**config.mk**
```make
export PLATFORM = sky130hd
export DESIGN_NAME = tspr_pin_router
export DESIGN_NICKNAME = d
export VERILOG_FILES = /design/src/verilog/tspr_pkg.sv /design/src/verilog/tspr_pin_router.sv /design/src/verilog/tspr_pulse_gen.sv /design/src/verilog/tspr_pin_cell.sv
export SDC_FILE = /design/constraint.sdc
export NUM_CORES = 1
export LEC_CHECK = 0
export ABC_AREA = 0
export BUFFER_PORTS_ARGS = -buffer_cell sky130_fd_sc_hd__buf_2
export CORE_ASPECT_RATIO = 1.2
export CORE_MARGIN = 2
export CORE_UTILIZATION = 55
export DETAILED_ROUTE_END_ITERATION = 6
export PLACE_DENSITY = 0.74
export SETUP_SLACK_MARGIN = 0.3
export SYNTH_ARGS = -nofsm -noshare
export SYNTH_HDL_FRONTEND = slang
export SYNTH_SLANG_ARGS = --single-unit
export TNS_END_PERCENT = 20
```
**constraint.sdc**
```tcl
create_clock -name CLK_SYS -period 4.2 [get_ports CLK_SYS]
set_clock_uncertainty 0.1 [all_clocks]
set_input_delay 1.05 -clock CLK_SYS [delete_from_list [all_inputs] [get_ports CLK_SYS]]
set_output_delay 1.05 -clock CLK_SYS [all_outputs]
set_load 0.01 [all_outputs]
```
**src/verilog/tspr_pkg.sv**
```systemverilog
/*
  package of the timing-signal pin router: pin indices, timing counts,
  reset values and state encodings.
  assumes the system clock of 40 MHz and nothing else of its surroundings.
*/
package tspr_pkg;

  // clock and pulse timing
  localparam int CLK_PERIOD_NS = 25;
  localparam int PULSE_MIN_NS = 50;
  localparam int PULSE_CYC_RAW = (PULSE_MIN_NS + CLK_PERIOD_NS - 1) / CLK_PERIOD_NS;
  localparam int PULSE_CYC = (PULSE_CYC_RAW < 1) ? 1 : PULSE_CYC_RAW;

  // number of programmable function pins and the role of each one
  localparam int NUM_FUNC_PINS = 10;
  localparam int PIN_ACQ_START = 0;
  localparam int PIN_ACQ_STOP = 1;
  localparam int PIN_CONVERT = 2;
  localparam int PIN_CTR1_SOURCE = 3;
  localparam int PIN_CTR1_GATE = 4;
  localparam int PIN_AO_UPDATE = 5;
  localparam int PIN_WAVE_START = 6;
  localparam int PIN_SCAN_START = 7;
  localparam int PIN_CTR0_SOURCE = 8;
  localparam int PIN_CTR0_GATE = 9;

  // reset values
  localparam logic STROBE_RESET = 1'h1;
  localparam logic TRIGGER_RESET = 1'h0;
  localparam logic OE_N_RESET = 1'h1;

  // acquisition sequence phase
  typedef enum logic [2:0] {
    TSPR_ACQ_IDLE = 3'h1,
    TSPR_ACQ_PRE = 3'h2,
    TSPR_ACQ_POST = 3'h4
  } tspr_acq_e;

  // pulse generator phase
  typedef enum logic [2:0] {
    TSPR_PULSE_IDLE = 3'h1,
    TSPR_PULSE_ACTIVE = 3'h2,
    TSPR_PULSE_GAP = 3'h4
  } tspr_pulse_e;

endpackage : tspr_pkg

```
**src/verilog/tspr_pin_router.sv**
```systemverilog
/*
  timing-signal pin router: drives the dedicated timing outputs of the
  connector and the ten programmable function pins, and routes external
  levels from input pins to the timing functions.
  roles of the function pins when they drive:
    pin 0 acquisition start trigger, high for the whole acquisition
    pin 1 acquisition stop trigger, high from the posttrigger start of a pretrigger acquisition to the end
    pin 2 convert strobe, active low, one pulse per conversion
    pin 3 counter 1 source copy
    pin 4 counter 1 gate copy
    pin 5 output update strobe, active low, one pulse per update
    pin 6 waveform start trigger, high while the waveform runs
    pin 7 scan start pulse, one per scan
    pin 8 counter 0 source copy
    pin 9 counter 0 gate copy
  a pin set as input drives 0 and passes its level on one cycle later;
  dedicated counter and frequency outputs are registered copies of their sources, one cycle late.
  assumes the acquisition engine, output engine, counters and frequency
  generator deliver single-cycle events and levels synchronous to CLK_SYS;
  the pad logic resolves each pin from its output and output enable;
  reset holds for at least one clock edge.
*/
`timescale 1ns/1ps
`default_nettype none

// Summary of operation
// - in scanning mode with scan clock enabled, one pulse per conversion.
// - scan clock rising edge marks when the sampled input may be released.
// - software toggles an active-low external strobe output.
// - every function pin set as input passes its level to the timing functions.
// - pin 0 start trigger rises when a posttrigger acquisition begins.
// - in pretrigger operation start trigger rises as pretrigger conversions begin.
// - pin 1 stop trigger rises when posttrigger conversions begin in pretrigger mode.
// - stop trigger stays idle during posttrigger-only acquisitions.
// - pin 2 active-low convert strobe falls once per conversion.
// - pins 3 and 4 copy the selected source and gate of counter 1.
// - pins 8 and 9 copy the selected source and gate of counter 0.
// - a dedicated pin carries the output of counter 1.
// - a dedicated pin carries the output of counter 0.
// - pin 5 active-low update strobe falls at each primary output group update.
// - pin 6 waveform trigger rises when waveform generation begins.
// - pin 7 pulses once per scan, rising edge at scan start.
// - a dedicated pin carries the frequency generator output.
module tspr_pin_router #(
  parameter int NUM_FUNC_PINS = tspr_pkg::NUM_FUNC_PINS,
  parameter int PULSE_CYC = tspr_pkg::PULSE_CYC,
  parameter int PEND_W = 4
) (
  input wire logic CLK_SYS,
  input wire logic ARST_N,
  input wire logic [NUM_FUNC_PINS-1:0] FUNC_PIN_DIR,
  input wire logic [NUM_FUNC_PINS-1:0] FUNC_PIN_IN,
  output logic [NUM_FUNC_PINS-1:0] FUNC_PIN_OUT,
  output logic [NUM_FUNC_PINS-1:0] FUNC_PIN_OE_N,
  output logic [NUM_FUNC_PINS-1:0] FUNC_PIN_ROUTED,
  input wire logic SCAN_MODE,
  input wire logic SCAN_CLOCK_EN,
  input wire logic AI_CONVERT,
  input wire logic AI_SCAN_BEGIN,
  input wire logic PRETRIG_MODE,
  input wire logic ACQ_BEGIN,
  input wire logic POST_BEGIN,
  input wire logic ACQ_END,
  input wire logic AO_UPDATE,
  input wire logic AO_WAVE_BEGIN,
  input wire logic AO_WAVE_END,
  input wire logic CTR0_SOURCE_SEL,
  input wire logic CTR0_GATE_SEL,
  input wire logic CTR1_SOURCE_SEL,
  input wire logic CTR1_GATE_SEL,
  input wire logic CTR0_OUT_IN,
  input wire logic CTR1_OUT_IN,
  input wire logic FREQ_GEN_IN,
  input wire logic STROBE_TOGGLE,
  output logic SCAN_CLOCK_OUT,
  output logic EXTERNAL_STROBE_N,
  output logic COUNTER0_OUTPUT,
  output logic COUNTER1_OUTPUT,
  output logic FREQ_GENERATOR_OUTPUT,
  output logic ACQ_PRE_PHASE,
  output logic ACQ_POST_PHASE
);

  typedef struct packed {
    tspr_pkg::tspr_acq_e acq;
    logic acq_start_trigger;
    logic acq_stop_trigger;
    logic waveform_start_trigger;
    logic external_strobe_n;
    logic counter0_source_copy;
    logic counter0_gate_copy;
    logic counter1_source_copy;
    logic counter1_gate_copy;
    logic counter0_output;
    logic counter1_output;
    logic freq_generator_output;
  } tspr_router_s;

  tspr_router_s st;
  tspr_router_s next_st;

  logic scan_fire;
  logic scan_clock_out;
  logic convert_n;
  logic update_n;
  logic scan_start_pulse;
  logic [NUM_FUNC_PINS-1:0] drive;

  generate
    if (NUM_FUNC_PINS != 10) begin : g_bad_pins
      $error("tspr_pin_router: the pin roles need exactly ten function pins");
    end
    if (PULSE_CYC < 1) begin : g_bad_pulse
      $error("tspr_pin_router: pulse width must be at least one cycle");
    end
    if (PULSE_CYC > 65536) begin : g_long_pulse
      $error("tspr_pin_router: pulse width beyond the pulse counter");
    end
    if (PEND_W < 1) begin : g_bad_pend
      $error("tspr_pin_router: pending counter needs at least one bit");
    end
  endgenerate

  // phase decode shared by the status outputs
  function automatic logic phase_is(input tspr_pkg::tspr_acq_e now, input tspr_pkg::tspr_acq_e want);
    return now == want;
  endfunction : phase_is

  // scan clock: one pulse per conversion while scanning and enabled
  assign scan_fire = AI_CONVERT & SCAN_MODE & SCAN_CLOCK_EN;

  tspr_pulse_gen #(
    .WIDTH_CYC(PULSE_CYC),
    .ACTIVE_LOW(1'b0),
    .PEND_W(PEND_W)
  ) u_scan_clock (
    .clk(CLK_SYS),
    .arst_n(ARST_N),
    .fire(scan_fire),
    .pulse(scan_clock_out)
  );

  // convert strobe, active low, falls per conversion
  tspr_pulse_gen #(
    .WIDTH_CYC(PULSE_CYC),
    .ACTIVE_LOW(1'b1),
    .PEND_W(PEND_W)
  ) u_convert (
    .clk(CLK_SYS),
    .arst_n(ARST_N),
    .fire(AI_CONVERT),
    .pulse(convert_n)
  );

  // output update strobe, active low
  tspr_pulse_gen #(
    .WIDTH_CYC(PULSE_CYC),
    .ACTIVE_LOW(1'b1),
    .PEND_W(PEND_W)
  ) u_update (
    .clk(CLK_SYS),
    .arst_n(ARST_N),
    .fire(AO_UPDATE),
    .pulse(update_n)
  );

  // scan start, rising edge at each scan
  tspr_pulse_gen #(
    .WIDTH_CYC(PULSE_CYC),
    .ACTIVE_LOW(1'b0),
    .PEND_W(PEND_W)
  ) u_scan_start (
    .clk(CLK_SYS),
    .arst_n(ARST_N),
    .fire(AI_SCAN_BEGIN),
    .pulse(scan_start_pulse)
  );

  always_comb begin
    next_st = st;

    // acquisition sequence and its triggers
    unique case (st.acq)
      tspr_pkg::TSPR_ACQ_IDLE: begin
        // stop and end pulses while idle are ignored
        if (ACQ_BEGIN) begin
          next_st.acq_start_trigger = 1'b1;
          next_st.acq = PRETRIG_MODE ? tspr_pkg::TSPR_ACQ_PRE : tspr_pkg::TSPR_ACQ_POST;
        end
      end
      tspr_pkg::TSPR_ACQ_PRE: begin
        // a second start while active is ignored; end wins over posttrigger start
        if (ACQ_END) begin
          next_st.acq = tspr_pkg::TSPR_ACQ_IDLE;
          next_st.acq_start_trigger = 1'b0;
          next_st.acq_stop_trigger = 1'b0;
        end else if (POST_BEGIN) begin
          next_st.acq = tspr_pkg::TSPR_ACQ_POST;
          next_st.acq_stop_trigger = 1'b1;
        end
      end
      tspr_pkg::TSPR_ACQ_POST: begin
        // a posttrigger start here is ignored: no pretrigger phase to end
        if (ACQ_END) begin
          next_st.acq = tspr_pkg::TSPR_ACQ_IDLE;
          next_st.acq_start_trigger = 1'b0;
          next_st.acq_stop_trigger = 1'b0;
        end
      end
      default: begin
        next_st.acq = tspr_pkg::TSPR_ACQ_IDLE;
        next_st.acq_start_trigger = tspr_pkg::TRIGGER_RESET;
        next_st.acq_stop_trigger = tspr_pkg::TRIGGER_RESET;
      end
    endcase

    // waveform trigger: begin wins over end in the same cycle
    if (AO_WAVE_BEGIN) begin
      next_st.waveform_start_trigger = 1'b1;
    end else if (AO_WAVE_END) begin
      next_st.waveform_start_trigger = 1'b0;
    end

    // software strobe
    if (STROBE_TOGGLE) begin
      next_st.external_strobe_n = ~st.external_strobe_n;
    end

    // counter signal copies and dedicated outputs
    next_st.counter1_source_copy = CTR1_SOURCE_SEL;
    next_st.counter1_gate_copy = CTR1_GATE_SEL;
    next_st.counter0_source_copy = CTR0_SOURCE_SEL;
    next_st.counter0_gate_copy = CTR0_GATE_SEL;
    next_st.counter1_output = CTR1_OUT_IN;
    next_st.counter0_output = CTR0_OUT_IN;
    next_st.freq_generator_output = FREQ_GEN_IN;
  end

  always_ff @(posedge CLK_SYS or negedge ARST_N) begin
    if (!ARST_N) begin
      st <= '{
        acq: tspr_pkg::TSPR_ACQ_IDLE,
        acq_start_trigger: tspr_pkg::TRIGGER_RESET,
        acq_stop_trigger: tspr_pkg::TRIGGER_RESET,
        waveform_start_trigger: tspr_pkg::TRIGGER_RESET,
        external_strobe_n: tspr_pkg::STROBE_RESET,
        counter0_source_copy: 1'b0,
        counter0_gate_copy: 1'b0,
        counter1_source_copy: 1'b0,
        counter1_gate_copy: 1'b0,
        counter0_output: 1'b0,
        counter1_output: 1'b0,
        freq_generator_output: 1'b0
      };
    end else begin
      st <= next_st;
    end
  end

  // internal signal that each function pin drives as an output
  always_comb begin
    drive = '0;
    drive[tspr_pkg::PIN_ACQ_START] = st.acq_start_trigger;
    drive[tspr_pkg::PIN_ACQ_STOP] = st.acq_stop_trigger;
    drive[tspr_pkg::PIN_CONVERT] = convert_n;
    drive[tspr_pkg::PIN_CTR1_SOURCE] = st.counter1_source_copy;
    drive[tspr_pkg::PIN_CTR1_GATE] = st.counter1_gate_copy;
    drive[tspr_pkg::PIN_AO_UPDATE] = update_n;
    drive[tspr_pkg::PIN_WAVE_START] = st.waveform_start_trigger;
    drive[tspr_pkg::PIN_SCAN_START] = scan_start_pulse;
    drive[tspr_pkg::PIN_CTR0_SOURCE] = st.counter0_source_copy;
    drive[tspr_pkg::PIN_CTR0_GATE] = st.counter0_gate_copy;
  end

  for (genvar i = 0; i < NUM_FUNC_PINS; i++) begin : g_func_pin
    tspr_pin_cell u_cell (
      .clk(CLK_SYS),
      .arst_n(ARST_N),
      .dir_out(FUNC_PIN_DIR[i]),
      .drive_val(drive[i]),
      .pin_in(FUNC_PIN_IN[i]),
      .pin_out(FUNC_PIN_OUT[i]),
      .pin_oe_n(FUNC_PIN_OE_N[i]),
      .routed(FUNC_PIN_ROUTED[i])
    );
  end

  // pulse outputs straight from their generators
  assign SCAN_CLOCK_OUT = scan_clock_out;
  // dedicated outputs
  assign EXTERNAL_STROBE_N = st.external_strobe_n;
  assign COUNTER0_OUTPUT = st.counter0_output;
  assign COUNTER1_OUTPUT = st.counter1_output;
  assign FREQ_GENERATOR_OUTPUT = st.freq_generator_output;
  // status outputs decode the phase register
  assign ACQ_PRE_PHASE = phase_is(st.acq, tspr_pkg::TSPR_ACQ_PRE);
  assign ACQ_POST_PHASE = phase_is(st.acq, tspr_pkg::TSPR_ACQ_POST);

endmodule : tspr_pin_router

`default_nettype wire

```
**src/verilog/tspr_pulse_gen.sv**
```systemverilog
/*
  pulse generator: one pulse of fixed width for every event not lost to a full pending counter, events that
  arrive during a pulse are counted and played out afterwards.
  assumes events are single-cycle pulses synchronous to the clock.
*/
`timescale 1ns/1ps
`default_nettype none

module tspr_pulse_gen #(
  parameter int WIDTH_CYC = 2,
  parameter bit ACTIVE_LOW = 1'b0,
  parameter int PEND_W = 4
) (
  input wire logic clk,
  input wire logic arst_n,
  input wire logic fire,
  output logic pulse
);

  typedef struct packed {
    tspr_pkg::tspr_pulse_e phase;
    logic [15:0] cnt;
    logic [PEND_W-1:0] pend;
    logic level;
  } tspr_pulse_s;

  tspr_pulse_s st;
  tspr_pulse_s next_st;

  localparam logic [15:0] CNT_LOAD = 16'(WIDTH_CYC - 1);
  localparam logic [PEND_W-1:0] PEND_MAX = '1;

  generate
    if (WIDTH_CYC < 1 || WIDTH_CYC > 65536 || PEND_W < 1) begin : g_bad
      $error("tspr_pulse_gen: width or pending counter out of range");
    end
  endgenerate

  always_comb begin
    next_st = st;
    // every event is remembered; a saturated counter is the only loss
    if (fire && st.pend != PEND_MAX) begin
      next_st.pend = st.pend + 1'b1;
    end
    unique case (st.phase)
      tspr_pkg::TSPR_PULSE_IDLE: begin
        if (fire || st.pend != '0) begin
          next_st.pend = fire ? st.pend : st.pend - 1'b1;
          next_st.phase = tspr_pkg::TSPR_PULSE_ACTIVE;
          next_st.cnt = CNT_LOAD;
          next_st.level = 1'b1;
        end
      end
      tspr_pkg::TSPR_PULSE_ACTIVE: begin
        if (st.cnt == '0) begin
          next_st.phase = tspr_pkg::TSPR_PULSE_GAP;
          next_st.cnt = CNT_LOAD;
          next_st.level = 1'b0;
        end else begin
          next_st.cnt = st.cnt - 1'b1;
        end
      end
      tspr_pkg::TSPR_PULSE_GAP: begin
        if (st.cnt == '0) begin
          next_st.phase = tspr_pkg::TSPR_PULSE_IDLE;
        end else begin
          next_st.cnt = st.cnt - 1'b1;
        end
      end
      default: begin
        next_st.phase = tspr_pkg::TSPR_PULSE_IDLE;
        next_st.level = 1'b0;
      end
    endcase
  end

  always_ff @(posedge clk or negedge arst_n) begin
    if (!arst_n) begin
      st <= '{phase: tspr_pkg::TSPR_PULSE_IDLE, cnt: '0, pend: '0, level: 1'b0};
    end else begin
      st <= next_st;
    end
  end

  assign pulse = st.level ^ ACTIVE_LOW;

endmodule : tspr_pulse_gen

`default_nettype wire

```
**src/verilog/tspr_pin_cell.sv**
```systemverilog
/*
  one programmable function pin: drives its timing signal or passes the
  external level on to the timing functions, never both at once.
  assumes the pin level is already synchronous to the clock.
*/
`timescale 1ns/1ps
`default_nettype none

module tspr_pin_cell (
  input wire logic clk,
  input wire logic arst_n,
  input wire logic dir_out,
  input wire logic drive_val,
  input wire logic pin_in,
  output logic pin_out,
  output logic pin_oe_n,
  output logic routed
);

  typedef struct packed {
    logic out;
    logic oe_n;
    logic routed;
  } tspr_pin_s;

  tspr_pin_s st;
  tspr_pin_s next_st;

  always_comb begin
    next_st.oe_n = ~dir_out;
    next_st.out = dir_out ? drive_val : 1'b0;
    next_st.routed = dir_out ? 1'b0 : pin_in;
  end

  always_ff @(posedge clk or negedge arst_n) begin
    if (!arst_n) begin
      st <= '{out: 1'b0, oe_n: tspr_pkg::OE_N_RESET, routed: 1'b0};
    end else begin
      st <= next_st;
    end
  end

  assign pin_out = st.out;
  assign pin_oe_n = st.oe_n;
  assign routed = st.routed;

endmodule : tspr_pin_cell

`default_nettype wire

```
After elaboration in Yosys (flattened, before gate mapping)
Cells that the tools add are included.
Widths: inputs -> output; s select.
- add/subtract/negate cells: 12
- multipliers: 0
- div/mod/pow operators: 0
- order comparisons: 0
- equality and inequality tests: 43
- shifts and indexed selects: 0
- muxes and demuxes: 80
- bitwise gates (word level): 20
- reduce and logical (&&, ||, !) cells: 36
- operator list (kind ; count):
    $pmux 16 s3 ; 4
    $mux 16 ; 8
    $mux 24 ; 4
    $logic_not 16->1 ; 4
    $sub 16x1->16 const B ; 4
    $mux 4 ; 13
    $reduce_and 3->1 ; 15
    $pmux 3 s3 ; 4
    $mux 3 ; 11
    $mux 1 ; 29
    $ne 2x1->1 const B ; 12
    $not 1->1 ; 18
    $add 4x1->4 const B ; 4
    $ne 4x4->1 const B ; 4
    $reduce_bool 4->1 ; 4
    $sub 4x1->4 const B ; 4
    $eq 3x1->1 const B ; 5
    $eq 3x2->1 const B ; 5
    $eq 3x3->1 const B ; 5
    $ne 3x3->1 const B ; 5
    $pmux 1 s3 ; 5
    $ne 2x2->1 const B ; 7
    $pmux 4 s3 ; 1
    $reduce_bool 3->1 ; 4
    other kinds (5) ; 12
- register bits after elaboration: 140
- latch bits: 0
- memory bits (writable): 0
- bits in read-only memories: 0
- memories: 0

Depth between registers and ports, before layout
Gate-level depths: netlist of run 1.
- depth in word-level cells: 6
- mapped depth: 9
- mapped depth without buffers: 7

By module
Synthesis of run 1 repeated with hierarchy kept, for this count alone.
- cells, all modules: 752
- area total of the unflattened synthesis: 7597.3 sq um
- modules (own cells, without submodules) (module ; times used ; cells an instance ; area each (sq um) ; seq. area each (sq um)):
    tspr_pulse_gen at u_scan_clock ... ; 2 ; 158 ; 1540.2 ; 601.8
    tspr_pulse_gen at u_convert ... ; 2 ; 167 ; 1531.5 ; 601.8
    tspr_pin_cell ; 10 ; 6 ; 92.6 ; 76.3
    tspr_pin_router ; 1 ; 42 ; 528.0 ; 352.8

Worst setup path after synthesis of run 1
Ideal clock, no wire load.
- path type: input to register
- start: in AI_SCAN_BEGIN
- end: reg u_scan_start.st[16] (netlist name)
- library setup time: 0.146 ns
- arrival time: 2.554 ns
- required time: 3.954 ns
- slack: 1.401 ns
- stages on the path: 6
- path buffers: 1
- path through: or4b_1 > a32o_1 > a31oi_1 > clkbuf_1 > or3_1 > a21oi_1
- cells in the longest elaborated chain, start to end: 3
- ends and longest elaborated chain (item ; RTL line ; RTL):
    start, declared ; tspr_pin_router.sv:59 ; input wire logic AI_SCAN_BEGIN,
    $logic_or 1x1->1 ; tspr_pulse_gen.sv:47 ; if (fire || st.pend != '0) begin
    $ne 2x1->1 (no line) ; - ;
    $reduce_and 3->1 (no line) ; - ;
    end signal, assigned ; tspr_pulse_gen.sv:79 ; st <= '{phase: tspr_pkg::TSPR_PULSE_IDLE, cnt: '0, pend: '0, level: 1'b0};
    end signal, assigned ; tspr_pulse_gen.sv:81 ; st <= next_st;
    end, declared ; tspr_pulse_gen.sv:27 ; tspr_pulse_s st;
Every way passes these cells.
A chain may end at the register's enable or synchronous reset.

Worst setup path after layout of run 1
- start: in AI_CONVERT
- end: reg u_convert.st[18] (netlist name)
- cells in the longest elaborated chain, start to end: 3
- ends and longest elaborated chain (item ; RTL line ; RTL):
    start, declared ; tspr_pin_router.sv:58 ; input wire logic AI_CONVERT,
    $logic_or 1x1->1 ; tspr_pulse_gen.sv:47 ;
    $ne 2x1->1 (no line) ; - ;
    $reduce_and 3->1 (no line) ; - ;
    end signal, assigned ; tspr_pulse_gen.sv:79 ;
    end signal, assigned ; tspr_pulse_gen.sv:81 ;
    end, declared ; tspr_pulse_gen.sv:27 ;
Every way passes these cells.

==> impl_metrics.csv, run 1 <==
group,metric,value,unit
clocking,cts_made_buffers,17,
clocking,cts_setup_buffers,0,
sta,fin_tns_setup,0,ns
worst_setup_path,path_class,"in -> reg",
yosys,yosys_warnings,0,
die,die_h,132,µm
yosys,ys.flop_type,"dfrtp_1",
sta,holdWs,0.349,ns
sta,maxSlewViolCount,0,
die,coreArea,0.0134,mm²
job,cap_violations,0,
final_layout,drive_gt1_share,16.5,%
yosys,syn_nets,856,
die,start_util,56.7,%
route,first_pass_iters,7,
power_and_ir_drop,p_per_area,753,mW/mm²
route,viasPerCell,6.14,
final_layout,final_area,0.00844,mm²
sta,period_minus_slack,2.91,ns
worst_setup_path,crit_path_cell_trace,"buf_2, or4b_1, a21bo_2, a22oi_1, or4_1, a21oi_1",
run_status,status,"completed",
worst_setup_path,crit_required,4.35,ns
route,drcViolationCount,0,
worst_setup_path,endpoint_kind,"flop",
worst_hold_path,hp-class,"reg -> reg",
worst_setup_path,critPathMaxFanout,11,
final_layout,num_antenna_cells,0,
die,rows,46,
global_route,grt_pass1_vias,5913,
placed_design,dpl.hpwl,10.9,mm
route,drt_iter0_markers,353,
worst_setup_path,ff2ff_path_depth,7,
die,io_pins,78,
clocking,ctsHoldBuffers,0,
placed_design,dp.cells,983,
worst_setup_path,cp-start-kind,"input pin",
worst_hold_path,hold_depth,1,
yosys,netlist_area,0.00757,mm²
yosys,syn-instance-count,797,
sta,rsz0062_at_grt,"no",
power_and_ir_drop,power_leakage,3.74,nW
yosys,synthTopCellsByCount,"124 x dfrtp_1, 77 x a21oi_1, 48 x nand2_1, 44 x nor2_1, 35 x inv_1",
placed_design,place_congestion,0.898,
yosys,ys_async_sr_fraction,100,%
final_layout,final_net_count,893,
yosys,yosys.cell_count.top_type,"dfrtp_1",
route,vias,6221,
yosys,synth_edf_count,0,
sta,setup-violations-final,0,
route,avgRoutedWirePerCell,15.5,µm
yosys,yosysTopAreaCell,"dfrtp_1",
yosys,synth_top_area_share,41.0,%
clocking,clkLatencyLatePin,0.42,ns
final_layout,stdcell_count,1014,
power_and_ir_drop,ir_worst_vdd,0.000420,V
worst_setup_path,cpMaxStageDelayCell,"or4b_1",
final_layout,syn2layout_area_growth,11.6,%
worst_setup_path,cpPeakStageDelay,0.64,ns
global_route,grt_pass1_wl,26.9,mm
sta,worst_slew_pin_slew,0.991,ns
sta,final_hold_viol_count,0,
clocking,ctsHtreeMaxLevel,4,
die,fp.dieW,111,µm
yosys,ys_seq_area_share,46.6,%
global_route,grt.total_usage,21.8,%
clocking,cts_tree,"done",
clocking,clock-sinks,140,
worst_setup_path,cp.arrival,3.06,ns
sta,slew_headroom,33.5,%
yosys,syn-mean-instance-area,9.49,µm²
sta,fin_crit_sh,69.3,%
placed_design,placed_area,0.00785,mm²
route,finalWirelength,15.8,mm
clocking,root_buffer,"clkbuf_16",
yosys,synth-seq-cells,140,
clocking,clk_pin_slew_worst_paths,0.06,ns
route,drtAntennaViolNets,0,
yosys,synth_area_leaders,"dfrtp_1 41%, dfstp_2 5.6%, a21oi_1 5.1%, buf_4 3.0%, ha_1 3.0%",
yosys,synth_cell_types,71,
die,dieArea,0.0147,mm²
clocking,postCtsResizedCells,0,
global_route,grt_antenna_before_repair,0,
sta,timing.fmax,344,MHz
clocking,cts_buffer_depth,2,
power_and_ir_drop,total_power,6.36,mW
global_route,grt_max_degree,85,
global_route,grt_overflow,0,
placed_design,portBuffers,77,
==> flip-flops by register name, indices dropped and copies added (netlist names), 3 cells and up <==
name,cells
u_scan_start.st,23
g_func_pin.u_cell.pin_out,10
g_func_pin.u_cell.pin_oe_n,10
u_update.st,24
u_scan_clock.st,23
g_func_pin.u_cell.routed,10
drive,7
u_convert.st,24
st,3
==> final cells by class <==
class,instances,area (µm²)
sequential,140,3520
inverter,35,131
tap,168,210
fill,1125,4910
clock inverter,6,111
timing repair buffer,80,414
multi-input combinational,560,3570
clock buffer,25,485
==> logic make-up after synthesis <==
family | share of synthesized area (%)
compound gates | 17.8
xor+xnor | 2.08
fa+ha+maj | 2.98
buf+inv | 6.35
flops | 46.6
mux | 1.22
simple gates | 23.0
==> worst max-delay path: cells and delay by family <==
family                 cells  cell delay [ns]
AOI/OAI and AO/OA          3             0.99
buffers and inverters      1             0.16
and+or+nand+nor            2             0.86
==> metrics by stage <==
stage | worst slack, ns | util [%]
3_5_place_dp | 0.832 | 58.8
4_1_cts | 1.27 | 63.2
3_3_place_gp | 0.922 | 58.8
5_1_grt | 1.05 | 63.2
6_report | 1.29 | 63.2
2_1_floorplan | 1.40 | -
==> layout by cell type (no fill, tap or decap), types with 20 or more instances in the layout <==
master   netlist  layout
a21oi_1       77      77
nor2_1        44      44
buf_2          3      76
nand3_1       31      31
or3_1         27      27
dfrtp_1      124     124
nand2_1       48      48
inv_1         35      35
o21ai_0       30      30
nor4_1        20      20
==> worst paths after layout <==
path	startpoint	end	slack [ns]
hold reg to reg	drive[4]	g_func_pin[4].u_cell.pin_out	0.35
setup reg to reg	u_scan_start.st[5]	u_scan_start.st[12]	1.35
max in group asynchronous	ARST_N	g_func_pin[9].u_cell.pin_oe_n	2.52
hold / removal	drive[4]	g_func_pin[4].u_cell.pin_out	0.35
min in group asynchronous	ARST_N	u_update.st[0]	0.57
setup / recovery	AI_CONVERT	u_convert.st[18]	1.29
==> layer usage <==
layer | up-vias | part of all wire [%] | GRT usage (%)
met5 | - | 0 | 0
met4 | 0 | 1.9 | 8.44
met3 | 29 | 3.6 | 4.44
met2 | 148 | 54 | 39.3
met1 | 3072 | 41 | 25.7
li1 | 2972 | - | -
==> power breakdown <==
part	leakage (nW)	internal, mW	total (mW)	switching, mW
sequential	1.78	1.76	2.28	0.516
combinational	1.68	1.04	2.55	1.51
clock	0.288	0.978	1.52	0.546
total	3.74	3.78	6.36	2.58
Note: power is estimated with default switching activity, not from simulation.
==> inputs of run 2 (changes only) <==
--- a/config.mk
+++ b/config.mk
@@ -9,9 +9,9 @@
 export BUFFER_PORTS_ARGS = -buffer_cell sky130_fd_sc_hd__buf_2
 export CORE_ASPECT_RATIO = 1.2
 export CORE_MARGIN = 2
-export CORE_UTILIZATION = 55
+export CORE_UTILIZATION = 54
 export DETAILED_ROUTE_END_ITERATION = 6
-export PLACE_DENSITY = 0.74
+export PLACE_DENSITY = 0.76
 export SETUP_SLACK_MARGIN = 0.3
 export SYNTH_ARGS = -nofsm -noshare
 export SYNTH_HDL_FRONTEND = slang
==> constraint.sdc (replaced) <==
create_clock -name CLK_SYS -period 2.61 [get_ports CLK_SYS]
set_clock_uncertainty 0.1 [all_clocks]
set_input_delay 0.6525 -clock CLK_SYS [delete_from_list [all_inputs] [get_ports CLK_SYS]]
set_output_delay 0.6525 -clock CLK_SYS [all_outputs]
set_load 0.01 [all_outputs]
==> impl_metrics.csv, run 2 (synthesis results as in run 1) <==
group,metric,value,unit
clocking,ctsHtreeMaxLevel,4,
worst_setup_path,cp-start-kind,"flop",
route,avgRoutedWirePerCell,15.9,µm
placed_design,dpl.hpwl,10.9,mm
global_route,grt.total_usage,22.2,%
sta,period_minus_slack,2.36,ns
clocking,cts_tree,"done",
power_and_ir_drop,p_per_area,1230,mW/mm²
global_route,grt_pass1_wl,27.4,mm
final_layout,syn2layout_area_growth,16.5,%
worst_hold_path,hp-class,"in -> async",
global_route,grt_overflow,0,
worst_setup_path,cpMaxStageDelayCell,"or3b_2",
route,drcViolationCount,0,
worst_setup_path,crit_required,2.86,ns
sta,worst_slew_pin_slew,0.616,ns
clocking,cts_buffer_depth,2,
final_layout,num_antenna_cells,0,
clocking,clk_pin_slew_worst_paths,0.06,ns
route,finalWirelength,16.6,mm
clocking,root_buffer,"clkbuf_16",
route,drtAntennaViolNets,0,
worst_setup_path,cp.arrival,2.60,ns
die,rows,47,
global_route,grt_pass1_vias,6062,
sta,setup-violations-final,0,
placed_design,place_congestion,0.852,
final_layout,final_cell_mix,"121 x dfrtp_1, 76 x a21oi_1, 76 x buf_2",
run_status,status,"completed",
die,coreArea,0.0138,mm²
global_route,grt_max_degree,55,
sta,holdWs,0.0738,ns
worst_setup_path,crit_path_cell_trace,"or3b_2, a21bo_2, a22oi_1, buf_4, or4_1, a21oi_1",
worst_setup_path,endpoint_kind,"flop",
die,io_pins,78,
clocking,clock-sinks,140,
sta,slew_headroom,58.6,%
sta,fin_tns_setup,0,ns
die,fp.dieW,112,µm
final_layout,final_common_cell,"dfrtp_1",
sta,final_hold_viol_count,0,
route,drt_iter0_markers,420,
power_and_ir_drop,ir_worst_vdd,0.000791,V
global_route,grt_antenna_before_repair,0,
sta,fin_crit_sh,90.3,%
final_layout,drive_gt1_share,22.4,%
route,vias,6346,
sta,maxSlewViolCount,0,
die,start_util,55.0,%
clocking,cts_made_buffers,17,
job,cap_violations,0,
die,die_h,134,µm
final_layout,post-route-util,64.1,%
route,first_pass_iters,5,
worst_setup_path,cpPeakStageDelay,0.53,ns
sta,rsz0062_at_grt,"yes",
route,viasPerCell,6.07,
clocking,clkLatencyLatePin,0.43,ns
final_layout,final_net_count,921,
worst_setup_path,critPathMaxFanout,14,
power_and_ir_drop,power_leakage,3.89,nW
worst_setup_path,path_class,"reg -> reg",
placed_design,portBuffers,77,
die,dieArea,0.0150,mm²
final_layout,reg_top3,"u_convert.st: 24 flops, u_update.st: 24 flops",
sta,timing.fmax,424,MHz
-- run 2: cell count changes in the layout (fill, tap and decap cells not counted), sizes merged --
cell,delta
clkinv,+2
or4b,+1
clkdlybuf4s15,+1
clkinvlp,+4
clkbuf,-6
buf,+26
-- run 2: layout make-up --
type / count / area (µm²)
inverters: 35 / 131
multi-input cells: 561 / 3720
flip-flops and latches: 140 / 3530
repair buffers: 107 / 633
well taps: 171 / 214
clock buffers: 19 / 443
clock inverters: 12 / 148
fillers: 1118 / 4950
-- run 2: path summary, 6_finish.rpt --
kind	end	startpoint	slack (ns)	depth (start not counted)
max	u_convert.st[16]	u_convert.st[23]	0.25	6
min reg2reg	g_func_pin[4].u_cell.pin_out	drive[4]	0.36	1
min	u_update.st[7]	ARST_N	0.07	1
max in group asynchronous	g_func_pin[7].u_cell.pin_oe_n	ARST_N	1.61	2
min in group CLK_SYS	COUNTER0_OUTPUT	CTR0_OUT_IN	0.23	1
max reg2reg	u_convert.st[16]	u_convert.st[23]	0.25	6
-- run 2: critical path: cells and delay by family (launching register included) --
kind	cells	cell delay, ns
AND/OR/NAND/NOR	2	0.96
flip-flops	1	0.49
AO/OA/AOI/OAI	3	0.53
buffers and inverters	1	0.19
-- run 2: through the flow --
stage	power, mW	instances	area, µm²	setup WS [ns]
after CTS	10.5	1041	8640	0.141
final	10.8	1045	8810	0.254
after detailed placement	8.02	1010	8040	0.118
after global placement	7.76	1010	8040	0.167
after floorplan	6.80	797	7570	0.244
after global routing	11.6	1045	8810	0.151
-- run 2: routing by layer --
| metal | up-vias | track usage, % | share of wire (%) |
|---|---|---|---|
| li1 | 3034 | - | - |
| met1 | 3111 | 26.2 | 41 |
| met2 | 172 | 39.2 | 53 |
| met3 | 29 | 5.23 | 4.2 |
| met4 | 0 | 8.54 | 1.8 |
| met5 | - | 0 | 0 |
-- run 2: power breakdown --
part | internal, mW | switching (mW) | total, mW
clock | 1.51 | 0.917 | 2.43
sequential | 2.84 | 0.859 | 3.70
combinational | 2.09 | 2.64 | 4.72
-- run 2: repair_timing --
action,CTS,global route
setup buffers,0,2
pin swaps,0,3
hold endpoints to repair,0,0
setup endpoints to repair,42,66
cloned,0,2
gates resized for setup,2,28
hold buffers,0,0
